File: src/core/srps_defs.svh
// Timing figures and reset values of the suspend and resume power sequencer
`ifndef SRPS_DEFS_SVH
`define SRPS_DEFS_SVH

`define SRPS_CLK_PERIOD_NS    100
`define SRPS_TICK_US          32
`define SRPS_TICK_CYCLES      ((`SRPS_TICK_US * 1000) / `SRPS_CLK_PERIOD_NS)
`define SRPS_PLL_LOCK_MS      16
`define SRPS_PLL_LOCK_TICKS   ((`SRPS_PLL_LOCK_MS * 1000 + `SRPS_TICK_US - 1) / `SRPS_TICK_US)
`define SRPS_STAT_DELAY_MS    1
`define SRPS_STAT_DELAY_TICKS ((`SRPS_STAT_DELAY_MS * 1000 + `SRPS_TICK_US - 1) / `SRPS_TICK_US)
`define SRPS_STEP_TICKS       1
`define SRPS_PG_TICKS         1
`define SRPS_HOLD_TICKS       2

`define SRPS_RST_PLANE_N      1'h1
`define SRPS_RST_REQ_N        1'h1
`define SRPS_RST_STATUS_N     2'h0
`define SRPS_RST_BUS_RESET_N  1'h0
`define SRPS_RST_PROC_RESET   1'h1
`define SRPS_RST_SCLK         1'h0
`define SRPS_RST_PIN_OE       1'h0
`define SRPS_RST_PIN_OUT      1'h1

`endif

File: src/core/srps_pkg.sv
// Types shared by the suspend and resume power sequencer
package srps_pkg;

    typedef enum logic [3:0] {
        SqOn, SqEnWait, SqEnHalt, SqEnSleep, SqEnStat, SqEnCstop, SqEnPlane, SqSusp,
        SqDown, SqRsWait, SqRsPower, SqRsClkRun, SqRsStat, SqRsBus
    } srps_state_t;

    typedef enum logic [1:0] {
        KindMemory, KindStorage, KindSoftOff
    } srps_kind_t;

    // Three-state clock-stop pin: level and output enable
    typedef struct packed {
        logic out;
        logic oe;
    } srps_pin_t;

endpackage : srps_pkg

File: src/core/srps_sequencer.sv
// Suspend and resume power sequencer
// Summary of operation
// - Steps timed in 32 us timebase ticks
// - Memory resume: planes AB after one tick
// - Storage resume: planes A-C after one tick
// - Power-on: resets on, requests off, float
// - Power good: clock-stop active, release after tick
// - Memory resume: clock-stop release 16 ms later
// - Storage resume: clock-stop release 16 ms later
// - Status release 1 ms after clock-stop release
// - Clock-stop frozen two ticks after status
// - Bus reset release one tick after status
// - Storage: suspend clock, bus reset one tick
// - Processor reset one tick after bus
// - Halt request one tick after clock-stop idle
// - Sleep one tick after halt, stop grant
// - Status within one tick of sleep
// - Clock-stop within tick, under clock control
// - Storage entry: planes A-C within tick
// - Storage entry: suspend clock low next
// - Power fail: float, resets, requests off
// - Suspended with power: outputs hold, suspend clock runs in memory suspend
`include "srps_defs.svh"

module srps_sequencer
    import srps_pkg::*;
#(
    parameter int TICK_CYCLES = `SRPS_TICK_CYCLES,
    parameter int PLL_TICKS   = `SRPS_PLL_LOCK_TICKS,
    parameter int STAT_TICKS  = `SRPS_STAT_DELAY_TICKS,
    parameter int WAIT_W      = 10
) (
    input  wire logic       mclk,
    input  wire logic       reset_n,
    input  wire logic       powerGood,
    input  wire logic       resumeEvent,
    input  wire logic       suspendReq,
    input  wire srps_kind_t suspendKind,
    input  wire logic       clockControl,
    input  wire logic       stopGrantDone,
    output srps_pin_t       busClockHaltN,
    output srps_pin_t       procClockHaltN,
    output logic            planeAbOffN,
    output logic            planeAcOffN,
    output logic            busResetAltN,
    output logic            procReset,
    output logic            procSleepN,
    output logic            procHaltReqN,
    output logic [1:0]      suspendStateN,
    output logic            suspendClock
);

    logic [15:0]       tickDiv_q;
    logic              rtcTick_q;
    logic              pgMeta_q;
    logic              pgSync_q;
    logic [1:0]        pgTicks_q;
    logic              suspPend_q;
    logic              resumePend_q;
    srps_kind_t        kindPend_q;
    logic              clkCtlPend_q;
    srps_kind_t        kind_q;
    logic              clkCtl_q;
    srps_state_t       state_q;
    srps_state_t       state_d;
    logic [WAIT_W-1:0] waitCnt_q;
    logic              takeSusp;
    logic              takeResume;
    logic              poweredUp;
    logic              floatCs;
    logic              activeCs;
    logic              sclkRun;
    srps_pin_t         pin_q;

    function automatic logic ticksDone(input int n);
        ticksDone = rtcTick_q && (waitCnt_q >= WAIT_W'(n - 1));
    endfunction : ticksDone

    // Timebase tick, one pulse per period
    always_ff @(posedge mclk or negedge reset_n) begin
        if (!reset_n) begin
            tickDiv_q <= 16'h0000;
            rtcTick_q <= 1'h0;
        end else if (tickDiv_q == 16'(TICK_CYCLES - 1)) begin
            tickDiv_q <= 16'h0000;
            rtcTick_q <= 1'h1;
        end else begin
            tickDiv_q <= tickDiv_q + 16'h0001;
            rtcTick_q <= 1'h0;
        end
    end

    // Power good pin synchroniser and tick count since it rose
    always_ff @(posedge mclk or negedge reset_n) begin
        if (!reset_n) begin
            pgMeta_q  <= 1'h0;
            pgSync_q  <= 1'h0;
            pgTicks_q <= 2'h0;
        end else begin
            pgMeta_q <= powerGood;
            pgSync_q <= pgMeta_q;
            if (!pgSync_q) begin
                pgTicks_q <= 2'h0;
            end else if (rtcTick_q && pgTicks_q != 2'h3) begin
                pgTicks_q <= pgTicks_q + 2'h1;
            end
        end
    end

    assign takeSusp   = rtcTick_q && state_q == SqOn && suspPend_q;
    assign takeResume = rtcTick_q && state_q inside {SqOn, SqSusp, SqDown};

    // Pending requests; a new request wins over the clear
    always_ff @(posedge mclk or negedge reset_n) begin
        if (!reset_n) begin
            suspPend_q   <= 1'h0;
            resumePend_q <= 1'h0;
            kindPend_q   <= KindStorage;
            clkCtlPend_q <= 1'h0;
        end else begin
            if (suspendReq) begin
                suspPend_q   <= 1'h1;
                kindPend_q   <= suspendKind;
                clkCtlPend_q <= clockControl;
            end else if (takeSusp) begin
                suspPend_q <= 1'h0;
            end
            if (resumeEvent) begin
                resumePend_q <= 1'h1;
            end else if (takeResume) begin
                resumePend_q <= 1'h0;
            end
        end
    end

    // Suspend kind of the current cycle; cold start counts as storage
    always_ff @(posedge mclk or negedge reset_n) begin
        if (!reset_n) begin
            kind_q   <= KindStorage;
            clkCtl_q <= 1'h0;
        end else if (takeSusp) begin
            kind_q   <= kindPend_q;
            clkCtl_q <= clkCtlPend_q;
        end
    end

    assign poweredUp = state_q inside {SqOn, SqEnWait, SqEnHalt, SqEnSleep, SqEnStat, SqEnCstop,
                                       SqEnPlane, SqSusp, SqRsClkRun, SqRsStat, SqRsBus};

    // Sequencing steps advance on ticks, except the jump to SqDown on power fail
    always_comb begin
        state_d = state_q;
        if (poweredUp && !pgSync_q) begin
            state_d = SqDown;
        end else begin
            case (state_q)
                SqOn: begin
                    if (takeSusp) state_d = SqEnWait;
                end
                SqEnWait: begin
                    if (ticksDone(`SRPS_STEP_TICKS)) state_d = SqEnHalt;
                end
                SqEnHalt: begin
                    if (ticksDone(`SRPS_STEP_TICKS) && stopGrantDone) state_d = SqEnSleep;
                end
                SqEnSleep: begin
                    if (rtcTick_q) state_d = SqEnStat;
                end
                SqEnStat: begin
                    if (rtcTick_q) state_d = SqEnCstop;
                end
                SqEnCstop: begin
                    if (rtcTick_q) state_d = SqEnPlane;
                end
                SqEnPlane: begin
                    if (rtcTick_q) state_d = SqSusp;
                end
                SqSusp, SqDown: begin
                    if (rtcTick_q && resumePend_q) state_d = SqRsWait;
                end
                SqRsWait: begin
                    if (ticksDone(`SRPS_STEP_TICKS)) state_d = SqRsPower;
                end
                SqRsPower: begin
                    if (ticksDone(PLL_TICKS) && pgTicks_q >= 2'(`SRPS_PG_TICKS)) begin
                        state_d = SqRsClkRun;
                    end
                end
                SqRsClkRun: begin
                    if (ticksDone(STAT_TICKS)) state_d = SqRsStat;
                end
                SqRsStat: begin
                    if (ticksDone(`SRPS_STEP_TICKS)) state_d = SqRsBus;
                end
                SqRsBus: begin
                    if (ticksDone(`SRPS_STEP_TICKS)) state_d = SqOn;
                end
                default: state_d = SqDown;
            endcase
        end
    end

    // State register and tick count within the state
    always_ff @(posedge mclk or negedge reset_n) begin
        if (!reset_n) begin
            state_q   <= SqRsPower;
            waitCnt_q <= '0;
        end else begin
            state_q <= state_d;
            if (state_d != state_q) begin
                waitCnt_q <= '0;
            end else if (rtcTick_q && waitCnt_q != '1) begin
                waitCnt_q <= waitCnt_q + WAIT_W'(1);
            end
        end
    end

    // Power-plane controls
    always_ff @(posedge mclk or negedge reset_n) begin
        if (!reset_n) begin
            planeAbOffN <= `SRPS_RST_PLANE_N;
            planeAcOffN <= `SRPS_RST_PLANE_N;
        end else begin
            planeAbOffN <= !(state_q inside {SqEnPlane, SqSusp, SqDown, SqRsWait});
            planeAcOffN <= !(state_q inside {SqEnPlane, SqSusp, SqDown, SqRsWait}
                             && kind_q != KindMemory);
        end
    end

    // Processor and bus resets
    always_ff @(posedge mclk or negedge reset_n) begin
        if (!reset_n) begin
            busResetAltN <= `SRPS_RST_BUS_RESET_N;
            procReset    <= `SRPS_RST_PROC_RESET;
        end else begin
            busResetAltN <= poweredUp && !(state_q inside {SqRsClkRun, SqRsStat});
            procReset    <= !(poweredUp && !(state_q inside {SqRsClkRun, SqRsStat, SqRsBus}));
        end
    end

    // Processor halt and sleep requests
    always_ff @(posedge mclk or negedge reset_n) begin
        if (!reset_n) begin
            procHaltReqN <= `SRPS_RST_REQ_N;
            procSleepN   <= `SRPS_RST_REQ_N;
        end else begin
            procHaltReqN <= !(state_q inside {SqEnHalt, SqEnSleep, SqEnStat, SqEnCstop,
                                              SqEnPlane, SqSusp});
            procSleepN   <= !(state_q inside {SqEnSleep, SqEnStat, SqEnCstop,
                                              SqEnPlane, SqSusp});
        end
    end

    // Suspend status outputs
    always_ff @(posedge mclk or negedge reset_n) begin
        if (!reset_n) begin
            suspendStateN <= `SRPS_RST_STATUS_N;
        end else begin
            suspendStateN <= {2{!(state_q inside {SqEnStat, SqEnCstop, SqEnPlane, SqSusp,
                SqDown, SqRsWait, SqRsPower, SqRsClkRun})}};
        end
    end

    // Suspend clock, stopped only in a storage or soft-off suspend and its resume up to SqRsStat
    assign sclkRun = kind_q == KindMemory
                     || !(state_q inside {SqSusp, SqDown, SqRsWait, SqRsPower, SqRsClkRun, SqRsStat});

    always_ff @(posedge mclk or negedge reset_n) begin
        if (!reset_n) begin
            suspendClock <= `SRPS_RST_SCLK;
        end else if (!sclkRun) begin
            suspendClock <= 1'h0;
        end else if (rtcTick_q) begin
            suspendClock <= !suspendClock;
        end
    end

    // Clock-stop pins: float without power, active until released
    assign floatCs  = !pgSync_q && state_q inside {SqDown, SqRsWait, SqRsPower};
    assign activeCs = state_q inside {SqRsWait, SqRsPower}
                      || (clkCtl_q && state_q inside {SqEnCstop, SqEnPlane, SqSusp});

    always_ff @(posedge mclk or negedge reset_n) begin
        if (!reset_n) begin
            pin_q.oe  <= `SRPS_RST_PIN_OE;
            pin_q.out <= `SRPS_RST_PIN_OUT;
        end else begin
            pin_q.oe  <= !floatCs;
            pin_q.out <= !activeCs;
        end
    end

    assign busClockHaltN  = pin_q;
    assign procClockHaltN = pin_q;

    // Cycle counts of how long each watched level has held
    localparam int NLVL    = 7;
    localparam int StepWin = TICK_CYCLES + 1;
    logic [NLVL-1:0] lvl;
    logic [23:0]     lvlCyc_q [NLVL];

    assign lvl = {!pgSync_q, !procHaltReqN, pgSync_q, planeAbOffN,
                  pin_q.oe && pin_q.out, suspendStateN[0], busResetAltN};

    for (genvar i = 0; i < NLVL; i++) begin : g_lvl
        always_ff @(posedge mclk or negedge reset_n) begin
            if (!reset_n) begin
                lvlCyc_q[i] <= 24'h000000;
            end else if (!lvl[i]) begin
                lvlCyc_q[i] <= 24'h000000;
            end else if (lvlCyc_q[i] != 24'hFFFFFF) begin
                lvlCyc_q[i] <= lvlCyc_q[i] + 24'h000001;
            end
        end
    end
endmodule : srps_sequencer

File: config.mk
export PLATFORM = sky130hd
export DESIGN_NAME = srps_sequencer
export DESIGN_NICKNAME = d
export VERILOG_FILES = /design/src/core/srps_pkg.sv /design/src/core/srps_sequencer.sv
export VERILOG_INCLUDE_DIRS = /design/src /design/src/core
export SDC_FILE = /design/constraint.sdc
export NUM_CORES = 1
export LEC_CHECK = 0
export ABC_CLOCK_PERIOD_IN_PS = 1800
export BUFFER_PORTS_ARGS = -buffer_cell sky130_fd_sc_hd__buf_2
export CORE_MARGIN = 5
export CORE_UTILIZATION = 25
export CTS_CLUSTER_DIAMETER = 40
export CTS_CLUSTER_SIZE = 16
export DETAILED_ROUTE_END_ITERATION = 12
export HOLD_SLACK_MARGIN = 0.02
export PLACE_DENSITY = 0.4
export SKIP_CTS_REPAIR_TIMING = 1
export SYNTH_ARGS = -nofsm -noshare
export SYNTH_HDL_FRONTEND = slang
export SYNTH_SLANG_ARGS = --single-unit
File: constraint.sdc
create_clock -name mclk -period 1.8 [get_ports mclk]
set_input_delay 0.36 -clock mclk [delete_from_list [all_inputs] [get_ports mclk]]
set_output_delay 0.36 -clock mclk [all_outputs]
set_load 0.1 [all_outputs]
Word level (Yosys, flattened, before mapping)
Index checks and enable logic that the tools add are counted.
{ "op_classes": {"addsub": 3, "n_lt_le_gt_ge": 4, "eq_ne": 19, "n_mux": 27, "reduce_logical": 51} }
{ "op_table": {"columns": ["cell", "n"], "rows": [
  ["$mux 4", 14],
  ["$pmux 4 s13", 1],
  ["$eq 4x4->1 const B", 6],
  ["$mux 10", 2],
  ["$logic_and 1x1->1", 17],
  ["$add 16x1->16 const B", 1],
  ["$eq 16x9->1 const B", 1],
  ["$eq 4x3->1 const B", 4],
  ["$mux 16", 1],
  ["$logic_not 1->1", 13],
  ["$reduce_bool 2->1", 6],
  ["$reduce_bool 3->1", 4],
  ["$reduce_bool 6->1", 2],
  ["$reduce_bool 11->1", 1],
  ["$add 10x1->10 const B", 1],
  ["$ge 10x1->1 const B", 1],
  ["$ge 10x5->1 const B", 1],
  ["$ge 10x9->1 const B", 1],
  ["$ne 10x10->1 const B", 1],
  ["$eq 4x2->1 const B", 2],
  ["$reduce_bool 8->1", 1],
  ["$mux 1", 7],
  ["$reduce_bool 5->1", 1],
  ["$eq 4x1->1 const B", 1],
  ["other kinds (11)", 14]
]} }
{ "totals": {"reg_bits": 53, "in_bits": 9, "out_inout_bits": 13, "word_cells": 127} }

Depth between registers and ports, before layout
Gate-level depths: netlist of the first run.
{ "logic_depth": {"depth_word": 8, "depth_mapped": 7, "mapped_depth_nobuf": 7} }

Worst setup path before layout of the first run
Ideal clock, no wire load.
{ "synth_path": {"path_kind": "register to register", "start": "register waitCnt_q[8]", "end": "register waitCnt_q[0]", "setup_time_ns": 0.101, "t_arrival_ns": 1.901, "t_required_ns": 1.699, "setup_slack_ns": -0.202, "stages_incl_launch_ff": 7, "path_buffers": 0, "period_less_slack_ns": 2.002, "cell_sequence": "dfrtp_1 > or4_4 > o311ai_1 > a221oi_2 > xnor2_2 > o211ai_4 > nor4_1"} }
{ "synth_via": {"elab_chain_cells": 8, "elab_cells_between_ends": 22, "classes_between": "order compare: 3; eq/ne: 2; mux: 10; reduce/logical: 7"} }
{ "synth_lines": {"columns": ["item", "line", "text"], "rows": [
  ["start, declared", "srps_sequencer.sv:66", "logic [WAIT_W-1:0] waitCnt_q;"],
  ["start signal, assigned", "srps_sequencer.sv:213", "waitCnt_q <= waitCnt_q + WAIT_W'(1);"],
  ["$ge 10x9->1 / $ge 10x1->1 (equally long branches)", "srps_sequencer.sv:76", "ticksDone = rtcTick_q && (waitCnt_q >= WAIT_W'(n - 1));"],
  ["$logic_and 1x1->1", "srps_sequencer.sv:76", null],
  ["$logic_and 1x1->1 (on tied branches)", "srps_sequencer.sv:185, srps_sequencer.sv:164", null],
  ["$mux 4 (on tied branches)", "srps_sequencer.sv:185, srps_sequencer.sv:164", null],
  ["$pmux 4 s13 *", "srps_sequencer.sv:156", "case (state_q)"],
  ["$mux 4 *", "srps_sequencer.sv:153", "if (poweredUp && !pgSync_q) begin"],
  ["named net state_d[2]", "srps_sequencer.sv:65", "srps_state_t state_d;"],
  ["$ne 4x4->1 *", "srps_sequencer.sv:210", "if (state_d != state_q) begin"],
  ["$mux 10 / $reduce_bool 2->1 (equally long branches)", null, null]
]} }
Mark *: on every way through the listed nets, which the timed path passes. The rest lies on a longest branch.
A chain may end at the register's enable or synchronous reset.

Final worst setup path of the first run
{ "layout_path": {"start": "register waitCnt_q[7]", "end": "register waitCnt_q[3]"} }
Same word-level chain as after synthesis.

==> results of run 1 <==
==> cells in the final DEF (no fill, tap or decap), drive strengths merged, types with 3 or more instances in the layout <==
| cell | n |
|---|---|
| and2 | 3 |
| mux2 | 6 |
| a221oi | 3 |
| o21ai | 10 |
| o31ai | 3 |
| nand2 | 19 |
| clkbuf | 6 |
| nor2 | 21 |
| buf | 73 |
| or4 | 3 |
| dfrtp | 43 |
| nor2b | 3 |
| a21oi | 4 |
| inv | 9 |
| o22ai | 3 |
| nor3 | 7 |
| xor2 | 8 |
| nand3 | 16 |
| o211ai | 3 |
| nor4 | 11 |
| dfstp | 10 |
| and3 | 5 |
| xnor2 | 19 |
| ha | 4 |
==> worst max-delay path, cell delays in order (launching register included) <==
cell and delay, ps:
dfrtp_1 390, or4_4 570, o31ai_4 200, and2_4 190, o21a_4 190, xnor2_4 130, nor4_4 310
==> registers in the layout, summed over array words and instances (netlist names), 2 cells and up <==
register       cells
waitCnt_q         10
tickDiv_q         16
pgTicks_q          2
state_q            4
kind_q             2
busClockHaltN      2
kindPend_q         2
==> how the worst max path moves through the flow <==
stage	slack [ps]	end	depth (start not counted)
detailed placement	-260	waitCnt_q[3]	6
CTS	-270	waitCnt_q[3]	6
global route	-370	waitCnt_q[6]	7
floorplan	-150	waitCnt_q[8]	6
finish	-280	waitCnt_q[3]	6
global placement	-260	waitCnt_q[3]	7
==> final cells by class <==
class                   count  area [sq um]  share of cell area, %
clock buffers               6          72.6                   2.06
clock inverters             2          13.8                  0.390
inverters                   8          30.0                  0.851
multi-input cells         177          1380                   39.1
flip-flops and latches     53          1340                   38.0
well taps                 136           170                   4.82
repair buffers             73           520                   14.8
==> synthesized netlist by cell type (all sizes together) <==
cell	count
o22a	1
mux2i	2
nor2	21
buf	8
nand4	1
nand3b	1
a21o	2
clkbuf	3
o221ai	1
a221oi	3
dfrtp	43
nor2b	3
o31a	1
and2b	1
xor2	8
and4	2
inv	8
o21ai	10
a31oi	2
dfstp	10
nand3	16
and2	3
a21oi	4
nand2b	1
xnor2	18
a21boi	2
and3	5
o311ai	1
or3b	1
nor4	11
and4b	1
o22ai	3
or4	3
o31ai	3
o211ai	2
nor3	7
o41ai	1
ha	4
o21bai	2
nand2	19
or3	2
o21a	1
mux2	6
==> power by group <==
part	internal (mW)	switching (mW)
combinational	0.0211	0.0496
sequential	1.20	0.00598
clock	0.278	0.400
==> logic make-up after synthesis <==
logic type               share of synthesized area, %
AO/OA/AOI/OAI                                    11.4
adder cells (fa/ha/maj)                          1.88
AND/OR/NAND/NOR                                  19.1
flip-flops                                       50.2
buffers and inverters                            4.55
XOR/XNOR                                         9.52
multiplexers                                     3.28
==> per-stage QoR <==
step,cell area (sq um),setup slack [ps],setup TNS [ps]
after global routing,3530,-369,-4210
final,3530,-280,-2730
after CTS,3360,-271,-2630
after floorplan,2710,-154,-1150
after detailed placement,3270,-257,-2370
after global placement,3270,-259,-2420
==> routing by layer <==
| layer | up-vias | global-route usage, % |
|---|---|---|
| met5 | - | 0 |
| met4 | 0 | 2.88 |
| met3 | 6 | 1.93 |
| met2 | 25 | 16.2 |
| met1 | 993 | 12.7 |
| li1 | 1018 | - |
==> results.json, run 1 <==
{
  "rsz0062_at_grt": "true",
  "first_global_vias": 2052,
  "netlist_area_sq_mm": 0.00267,
  "start_util_pct": 25.7,
  "ys_seq_area_share_pct": 50.2,
  "final_cell_count_no_fill": 455,
  "worstSetupPathType": "reg2reg",
  "hold_viol_final": 0,
  "relSlewSlack_pct": 67.5,
  "r2r_cells": 6,
  "synth_cell_types": 58,
  "clockBufferDepth": 2,
  "cp.required_ps": 2010,
  "r2r_end": "waitCnt_q[3]",
  "fmax_ghz": 0.481,
  "hold_ws_ps": 31.3,
  "cts_tree": "built",
  "cp-startpoint": "waitCnt_q[7]",
  "crit_fanout": 5,
  "ir_drop_v": 0.000290,
  "ys_ff_latch": 53,
  "cts_root_buffer": "clkbuf_8",
  "total_power_mw": 1.96,
  "port_buffers": 21,
  "holdCritPathClass": "in2async",
  "numCtsBuffers": 5,
  "layout-drive-gt1-share_pct": 37.9,
  "maxSlewViolCount": 0,
  "finalSetupViolCount": 14,
  "die_x_microns": 113,
  "fin_util_pct": 34.0,
  "routed_wl_microns": 6130,
  "vias": 2042,
  "drt-pass1-iter-count": 4,
  "grt_overflow": 0,
  "antenna_found_initial": 0,
  "clk_pin_slew_ps": 100,
  "post-dp-hpwl_microns": 4360,
  "met2_length_microns": 3010,
  "fin_nets": 331,
  "critPathCaptureType": "flop",
  "synthCells": 247,
  "dp_cells": 442,
  "highest-signal-layer": "met4",
  "powerDensity_mw_per_mm2": 555,
  "die_area_sq_mm": 0.0128,
  "ios": 22,
  "violations": "negative setup slack",
  "wl_met3_microns": 183,
  "syn_to_final_growth_pct": 32.2,
  "drc": 0,
  "r2r_setup_slack_ps": -280,
  "ctsHtreeMaxLevel": 2,
  "vias_per_cell": 4.49,
  "yosysTopAreaCellShare_pct": 40.3,
  "skew_ps": 3.65,
  "row_count": 37,
  "drtAntennaViolNets": 0,
  "max_slew.worst_pin.slew_ps": 491,
  "grtUsageTotal_pct": 9.68,
  "first_iter_violations": 78,
  "n_fill_cell": 1098,
  "wl_met1_microns": 2850,
  "gp_congestion": 0.748,
  "wl_per_cell_microns": 13.5,
  "diodes": 0,
  "power_leakage_nw": 1.49,
  "min_period_over_period_pct": 116,
  "grt_pass1_wl_microns": 10100,
  "syn_avg_cell_area_sq_um": 10.8,
  "r2r-start": "waitCnt_q[7]",
  "fp.dieH_microns": 113,
  "cp_data_arrival_time_ps": 2290,
  "fin_crit_ps": 2080,
  "synth_area_leaders": "dfrtp_1 (40%), dfstp_2 (9.8%), xnor2_1 (5.3%)",
  "postLayoutSetupSlackWorst_ps": -280,
  "maxCapViolations": 0,
  "clk_latency_ps": 300,
  "coreArea_sq_mm": 0.0104,
  "synth-warning-count": 0,
  "cts_sinks": 53,
  "outcome": "complete, but fails checks",
  "synth_top_cell_by_area": "dfrtp_1",
  "grt_max_degree": 54,
  "synth_fp_nets": 260,
  "start_kind": "flop"
}
Note: power is estimated with default switching activity, not from simulation.
==> run 2: changes to the inputs <==
--- a/config.mk
+++ b/config.mk
@@ -6,7 +6,7 @@
 export SDC_FILE = /design/constraint.sdc
 export NUM_CORES = 1
 export LEC_CHECK = 0
-export ABC_CLOCK_PERIOD_IN_PS = 1800
+export ABC_CLOCK_PERIOD_IN_PS = 2300
 export BUFFER_PORTS_ARGS = -buffer_cell sky130_fd_sc_hd__buf_2
 export CORE_MARGIN = 5
 export CORE_UTILIZATION = 25
@@ -14,8 +14,9 @@
 export CTS_CLUSTER_SIZE = 16
 export DETAILED_ROUTE_END_ITERATION = 12
 export HOLD_SLACK_MARGIN = 0.02
-export PLACE_DENSITY = 0.4
+export PLACE_DENSITY = 0.39
 export SKIP_CTS_REPAIR_TIMING = 1
+export SKIP_LAST_GASP = 1
 export SYNTH_ARGS = -nofsm -noshare
 export SYNTH_HDL_FRONTEND = slang
 export SYNTH_SLANG_ARGS = --single-unit
==> constraint.sdc (replaced) <==
create_clock -name mclk -period 2.3 [get_ports mclk]
set_input_delay 0.46 -clock mclk [delete_from_list [all_inputs] [get_ports mclk]]
set_output_delay 0.46 -clock mclk [all_outputs]
set_load 0.1 [all_outputs]
==> run 2 against run 1 <==
Net effect:
- the flow now finishes without violations
- routed wire length is 4.5% lower
- worst setup slack better by 360 ps
- utilization is 3.2 points lower
- die area stayed put
- sequential share of layout area is 3.9 points higher
- register-to-register slack better by 360 ps
- critical path depth is 1 higher
- global-route usage is 0.43 points lower
==> results.json, run 2 (same netlist as run 1, synthesis figures left out) <==
{
  "outcome": "finished, final reports clean",
  "cp.required_ps": 2520,
  "routed_wl_microns": 5860,
  "crit_fanout": 5,
  "clk_pin_slew_ps": 100,
  "layout-drive-gt1-share_pct": 29.2,
  "skew_ps": 6.53,
  "relSlewSlack_pct": 59.7,
  "cts_sinks": 53,
  "numCtsBuffers": 5,
  "finalSetupViolCount": 0,
  "seq_area_sq_mm": 0.00134,
  "coreArea_sq_mm": 0.0104,
  "cts_tree": "built",
  "intPower_mw": 1.17,
  "holdCritPathClass": "in2async",
  "maxSlewViolCount": 0,
  "power_leakage_nw": 1.30,
  "postLayoutSetupSlackWorst_ps": 84.6,
  "max_stage_delay_ps": 580,
  "min_period_over_period_pct": 96.3,
  "fmax_ghz": 0.451,
  "regMostFlops": "tickDiv_q",
  "vias_per_cell": 4.56,
  "max_slew.worst_pin.slew_ps": 605,
  "drt-pass1-iter-count": 6,
  "layout_commonest_cell": "dfrtp_1",
  "cp_data_arrival_time_ps": 2430,
  "gp_congestion": 0.714,
  "antenna_found_initial": 0,
  "grt_overflow": 0,
  "dp_cells": 409,
  "ir_drop_v": 0.000164,
  "final_cell_mix": "dfrtp_1 (42), nor2_1 (21), buf_2 (21), nand2_1 (19), buf_4 (17)",
  "grt_pass1_wl_microns": 9660,
  "clk_latency_ps": 310,
  "cp_slowest_cell": "or4_4",
  "post-dp-hpwl_microns": 4100,
  "wl_per_cell_microns": 14.0,
  "cp_cell_sequence": "or4_4 > o311ai_4 > a221oi_4 > xnor2_2 > buf_4 > o211ai_4 > nor4_1",
  "vias": 1917,
  "grtUsageTotal_pct": 9.25,
  "hold_viol_final": 0,
  "power_frac_comb_pct": 3.7,
  "power_frac_seq_pct": 62.0,
  "die_x_microns": 113,
  "top_regs": "tickDiv_q x16, waitCnt_q x10, state_q x4",
  "port_buffers": 21,
  "maxCapViolations": 0,
  "place_ws_ps": 33.6,
  "clkPwrFrac_pct": 34.3,
  "cts_root_buffer": "clkbuf_8",
  "first_global_vias": 1940,
  "ios": 22,
  "die_area_sq_mm": 0.0128,
  "finalSetupTns_ps": 0,
  "first_iter_violations": 59,
  "worstSetupPathType": "reg2reg",
  "critPathCaptureType": "flop",
  "fp.dieH_microns": 113,
  "diodes": 0,
  "n_fill_cell": 1098,
  "fin_nets": 296,
  "power.switching_mw": 0.351,
  "grt_max_degree": 31,
  "final_cell_count_no_fill": 420,
  "drtAntennaViolNets": 0,
  "start_util_pct": 25.7,
  "swShare_pct": 23.0,
  "fin_crit_ps": 2220,
  "multi_input_area_sq_mm": 0.00132,
  "largest_reg_flops": 16,
  "drc": 0,
  "fin_util_pct": 30.8,
  "ctsHtreeMaxLevel": 2,
  "start_kind": "flop",
  "clockBufferDepth": 2,
  "powerDensity_mw_per_mm2": 477,
  "syn_to_final_growth_pct": 19.8,
  "row_count": 37
}
## run 2: metrics by stage
stage | cell area (sq um) | hold slack, ps | power [mW]
floorplan | 2670 | 164 | 0.984
global placement | 2980 | 336 | 1.02
detailed placement | 2980 | 337 | 1.02
CTS | 3070 | 154 | 1.56
global route | 3200 | 182 | 1.60
finish | 3200 | 151 | 1.53
## run 2: final timing paths
| check | from | to | slack (ps) | cells past startpoint |
|---|---|---|---|---|
| worst max-delay path | waitCnt_q[8] | waitCnt_q[8] | 80 | 7 |
| worst min register to register | pgMeta_q | pgSync_q | 360 | 0 |
| min in group mclk | powerGood | pgMeta_q | 250 | 1 |
| max in group asynchronous | reset_n | state_q[1] | 1520 | 2 |
| worst min-delay path | reset_n | busResetAltN | 150 | 1 |
| worst max register to register | waitCnt_q[8] | waitCnt_q[8] | 80 | 7 |
## run 2: power groups by stage
stage	Combinational [mW]	Sequential (mW)	Clock, mW
after floorplan	0.0152	0.969	0
after global placement	0.0576	0.964	0
after detailed placement	0.0573	0.964	0
after CTS	0.0573	0.946	0.552
after global routing	0.0627	0.947	0.591
final	0.0560	0.946	0.523
## run 2: critical path: cells and delay by family (launching register included)
family          cells  cell delay (ps)
xor+xnor            1              170
compound gates      3              520
flops               1              410
buf+inv             1              160
simple gates        2              850
## run 2: cell type report
type,instances,share of cell area (%)
clock buffers,7,2.39
clock inverters,1,0.235
inverters,8,0.940
multi-input cells,176,41.3
flip-flops and latches,53,41.9
well taps,136,5.32
repair buffers,39,7.91
## run 2: metal layers
layer | part of all wire (%) | vias up | routed length, microns | track usage (%)
met2 | 46 | 35 | 2720 | 14.4
li1 | - | 951 | - | -
met3 | 4.2 | 9 | 246 | 2.41
met4 | 1.2 | 0 | 72 | 2.48
met5 | 0 | - | 0 | 0
met1 | 48 | 922 | 2820 | 12.7
==> run 3: changes to the inputs <==
--- a/config.mk
+++ b/config.mk
@@ -6,7 +6,8 @@
 export SDC_FILE = /design/constraint.sdc
 export NUM_CORES = 1
 export LEC_CHECK = 0
-export ABC_CLOCK_PERIOD_IN_PS = 2300
+export ABC_AREA = 1
+export ABC_CLOCK_PERIOD_IN_PS = 2700
 export BUFFER_PORTS_ARGS = -buffer_cell sky130_fd_sc_hd__buf_2
 export CORE_MARGIN = 5
 export CORE_UTILIZATION = 25
==> constraint.sdc (replaced) <==
create_clock -name mclk -period 2.7 [get_ports mclk]
set_input_delay 0.54 -clock mclk [delete_from_list [all_inputs] [get_ports mclk]]
set_output_delay 0.54 -clock mclk [all_outputs]
set_load 0.1 [all_outputs]
==> run 3 against run 2 <==
Net effect:
- final cell count rose by 17%
- combinational power down 23%
- clock power rose by 5.9%
- routed wire length down 1.9%
- clock skew increased by 1.9 ps
- fmax up 4.3%
- sequential share of layout area grew 0.80 points
- area after synthesis is 4.2% higher
- hold slack better by 180 ps
- highest routed layer unchanged
==> results.json, run 3 <==
{
  "synth-warning-count": 0,
  "worstSetupPathType": "reg2reg",
  "grt.busiest_layer": "met2",
  "die_area_sq_mm": 0.0133,
  "critPathCaptureType": "flop",
  "ys_ff_latch": 53,
  "synth_top_cell_by_area": "dfrtp_1",
  "clockBufferDepth": 2,
  "die_x_microns": 115,
  "coreArea_sq_mm": 0.0109,
  "skew_ps": 8.43,
  "clk_pin_slew_ps": 100,
  "final_cell_mix": "nand2_1 (68), inv_1 (45), dfrtp_1 (43), nor2_1 (37), buf_2 (21)",
  "synth_fp_nets": 341,
  "fin_crit_ps": 2120,
  "cts_root_buffer": "clkbuf_8",
  "cts_tree": "built",
  "layout-drive-gt1-share_pct": 22.7,
  "grt_overflow": 0,
  "max_slew.worst_pin.slew_ps": 678,
  "regMostFlops": "tickDiv_q",
  "final_cell_count_no_fill": 492,
  "vias_per_cell": 4.30,
  "holdCritPathClass": "in2async",
  "synth_edf_count": 0,
  "ys_top_cells_by_count": "nand2_1 (68), inv_1 (45), dfrtp_1 (43), nor2_1 (37), nand3_1 (20)",
  "fin_nets": 364,
  "row_count": 38,
  "syn_to_final_growth_pct": 12.7,
  "grtUsageTotal_pct": 9.75,
  "fp.dieH_microns": 115,
  "drt-pass1-iter-count": 4,
  "top_regs": "tickDiv_q x16, waitCnt_q x10, state_q x4",
  "yosysMostFrequentCell": "nand2_1",
  "maxSlewViolCount": 0,
  "n_fill_cell": 1190,
  "met1_usage_pct": 13.0,
  "yosysTopAreaCellShare_pct": 38.7,
  "wl_per_cell_microns": 11.7,
  "cp_data_arrival_time_ps": 2360,
  "synth_cell_types": 38,
  "outcome": "finished, final reports clean",
  "powerDensity_mw_per_mm2": 447,
  "start_kind": "flop",
  "clk_latency_ps": 310,
  "antenna_found_initial": 0,
  "maxCapViolations": 0,
  "synth_area_leaders": "dfrtp_1 (39%), dfstp_2 (9.5%), nand2_1 (9.2%)",
  "drc": 0,
  "ctsHtreeMaxLevel": 2,
  "grt_use_met3_pct": 2.14,
  "numCtsBuffers": 5,
  "dp_cells": 484,
  "vias": 2116,
  "total_power_mw": 1.40,
  "post-dp-hpwl_microns": 4250,
  "crit_fanout": 11,
  "first_iter_violations": 100,
  "syn_avg_cell_area_sq_um": 8.48,
  "cts_sinks": 53,
  "gr-usage-met2_pct": 15.7,
  "min_period_over_period_pct": 78.7,
  "cp.required_ps": 2940,
  "finalSetupTns_ps": 0,
  "hold_viol_final": 0,
  "grt_max_degree": 54,
  "ys_seq_area_share_pct": 48.2,
  "first_global_vias": 2136,
  "ios": 22,
  "synthCells": 328,
  "grt_pass1_wl_microns": 10400,
  "async_flop_share_pct": 100,
  "port_buffers": 21,
  "gp_congestion": 0.866,
  "fmax_ghz": 0.471,
  "start_util_pct": 25.5,
  "power_leakage_nw": 1.58,
  "largest_reg_flops": 16,
  "drtAntennaViolNets": 0,
  "finalSetupViolCount": 0,
  "routed_wl_microns": 5750,
  "netlist_area_sq_mm": 0.00278,
  "layout_commonest_cell": "nand2_1",
  "ys.flop_type": "dfrtp_1",
  "ir_drop_v": 0.000209,
  "diodes": 0,
  "rsz0062_at_grt": "false",
  "relSlewSlack_pct": 54.8
}
## run 3: kinds of logic after synthesis
group	after synthesis	synth area share (%)
adder cells (fa/ha/maj)	4	1.80
AO/OA/AOI/OAI	24	5.09
AND/OR/NAND/NOR	169	29.3
buffers and inverters	58	9.18
XOR/XNOR	18	5.67
flip-flops	53	48.2
multiplexers	2	0.810
## run 3: final cells by class
type / count / area (sq um) / area share (%)
inverters: 50 / 190 / 6.07
well taps: 140 / 175 / 5.59
repair buffers: 24 / 128 / 4.07
flip-flops and latches: 53 / 1340 / 42.7
multi-input cells: 217 / 1190 / 37.9
clock buffers: 5 / 68.8 / 2.20
clock inverters: 3 / 46.3 / 1.48
## run 3: critical path, stage by stage, from the launching register on
cell and delay [ps]:
dfstp_2 690, inv_1 170, nand2_1 130, nand2_1 100
nand2_1 130, nand2_1 80, nor2_2 120, nand4_1 100
nand2_1 100, nand2_1 70, inv_2 60, nand3_4 170
nor2_2 130
## run 3: layer usage
layer  share of wire, %  wire length [microns]  vias to the layer above
met5                  0                      0                        -
met4                1.6                     91                        0
met3                5.6                    324                        9
met2                 46                   2670                       46
met1                 46                   2660                      995
li1                   -                      -                     1066
## run 3: stage by stage
step	hold slack [ps]	setup WS, ps	cell area [sq um]	util [%]
detailed placement	335	606	3020	27.7
finish	327	576	3130	28.8
global placement	335	559	3020	27.7
CTS	313	575	3130	28.8
global route	307	325	3130	28.8
floorplan	244	836	2780	-
## run 3: final timing paths
path,start,endpoint,slack [ps],depth (start not counted)
worst min register to register,pgMeta_q,pgSync_q,360,0
worst min-delay path,reset_n,pgTicks_q[0],330,2
worst max-delay path,state_q[1],waitCnt_q[0],580,12
worst max register to register,state_q[1],waitCnt_q[0],580,12
max in group asynchronous,reset_n,waitCnt_q[0],1900,2
min in group mclk,powerGood,pgMeta_q,330,1
## run 3: where the power goes
part | total (mW) | switching [mW] | internal, mW
registers | 0.805 | 0.00294 | 0.802
logic | 0.0429 | 0.0328 | 0.0101
clock network | 0.554 | 0.276 | 0.278
total | 1.40 | 0.311 | 1.09
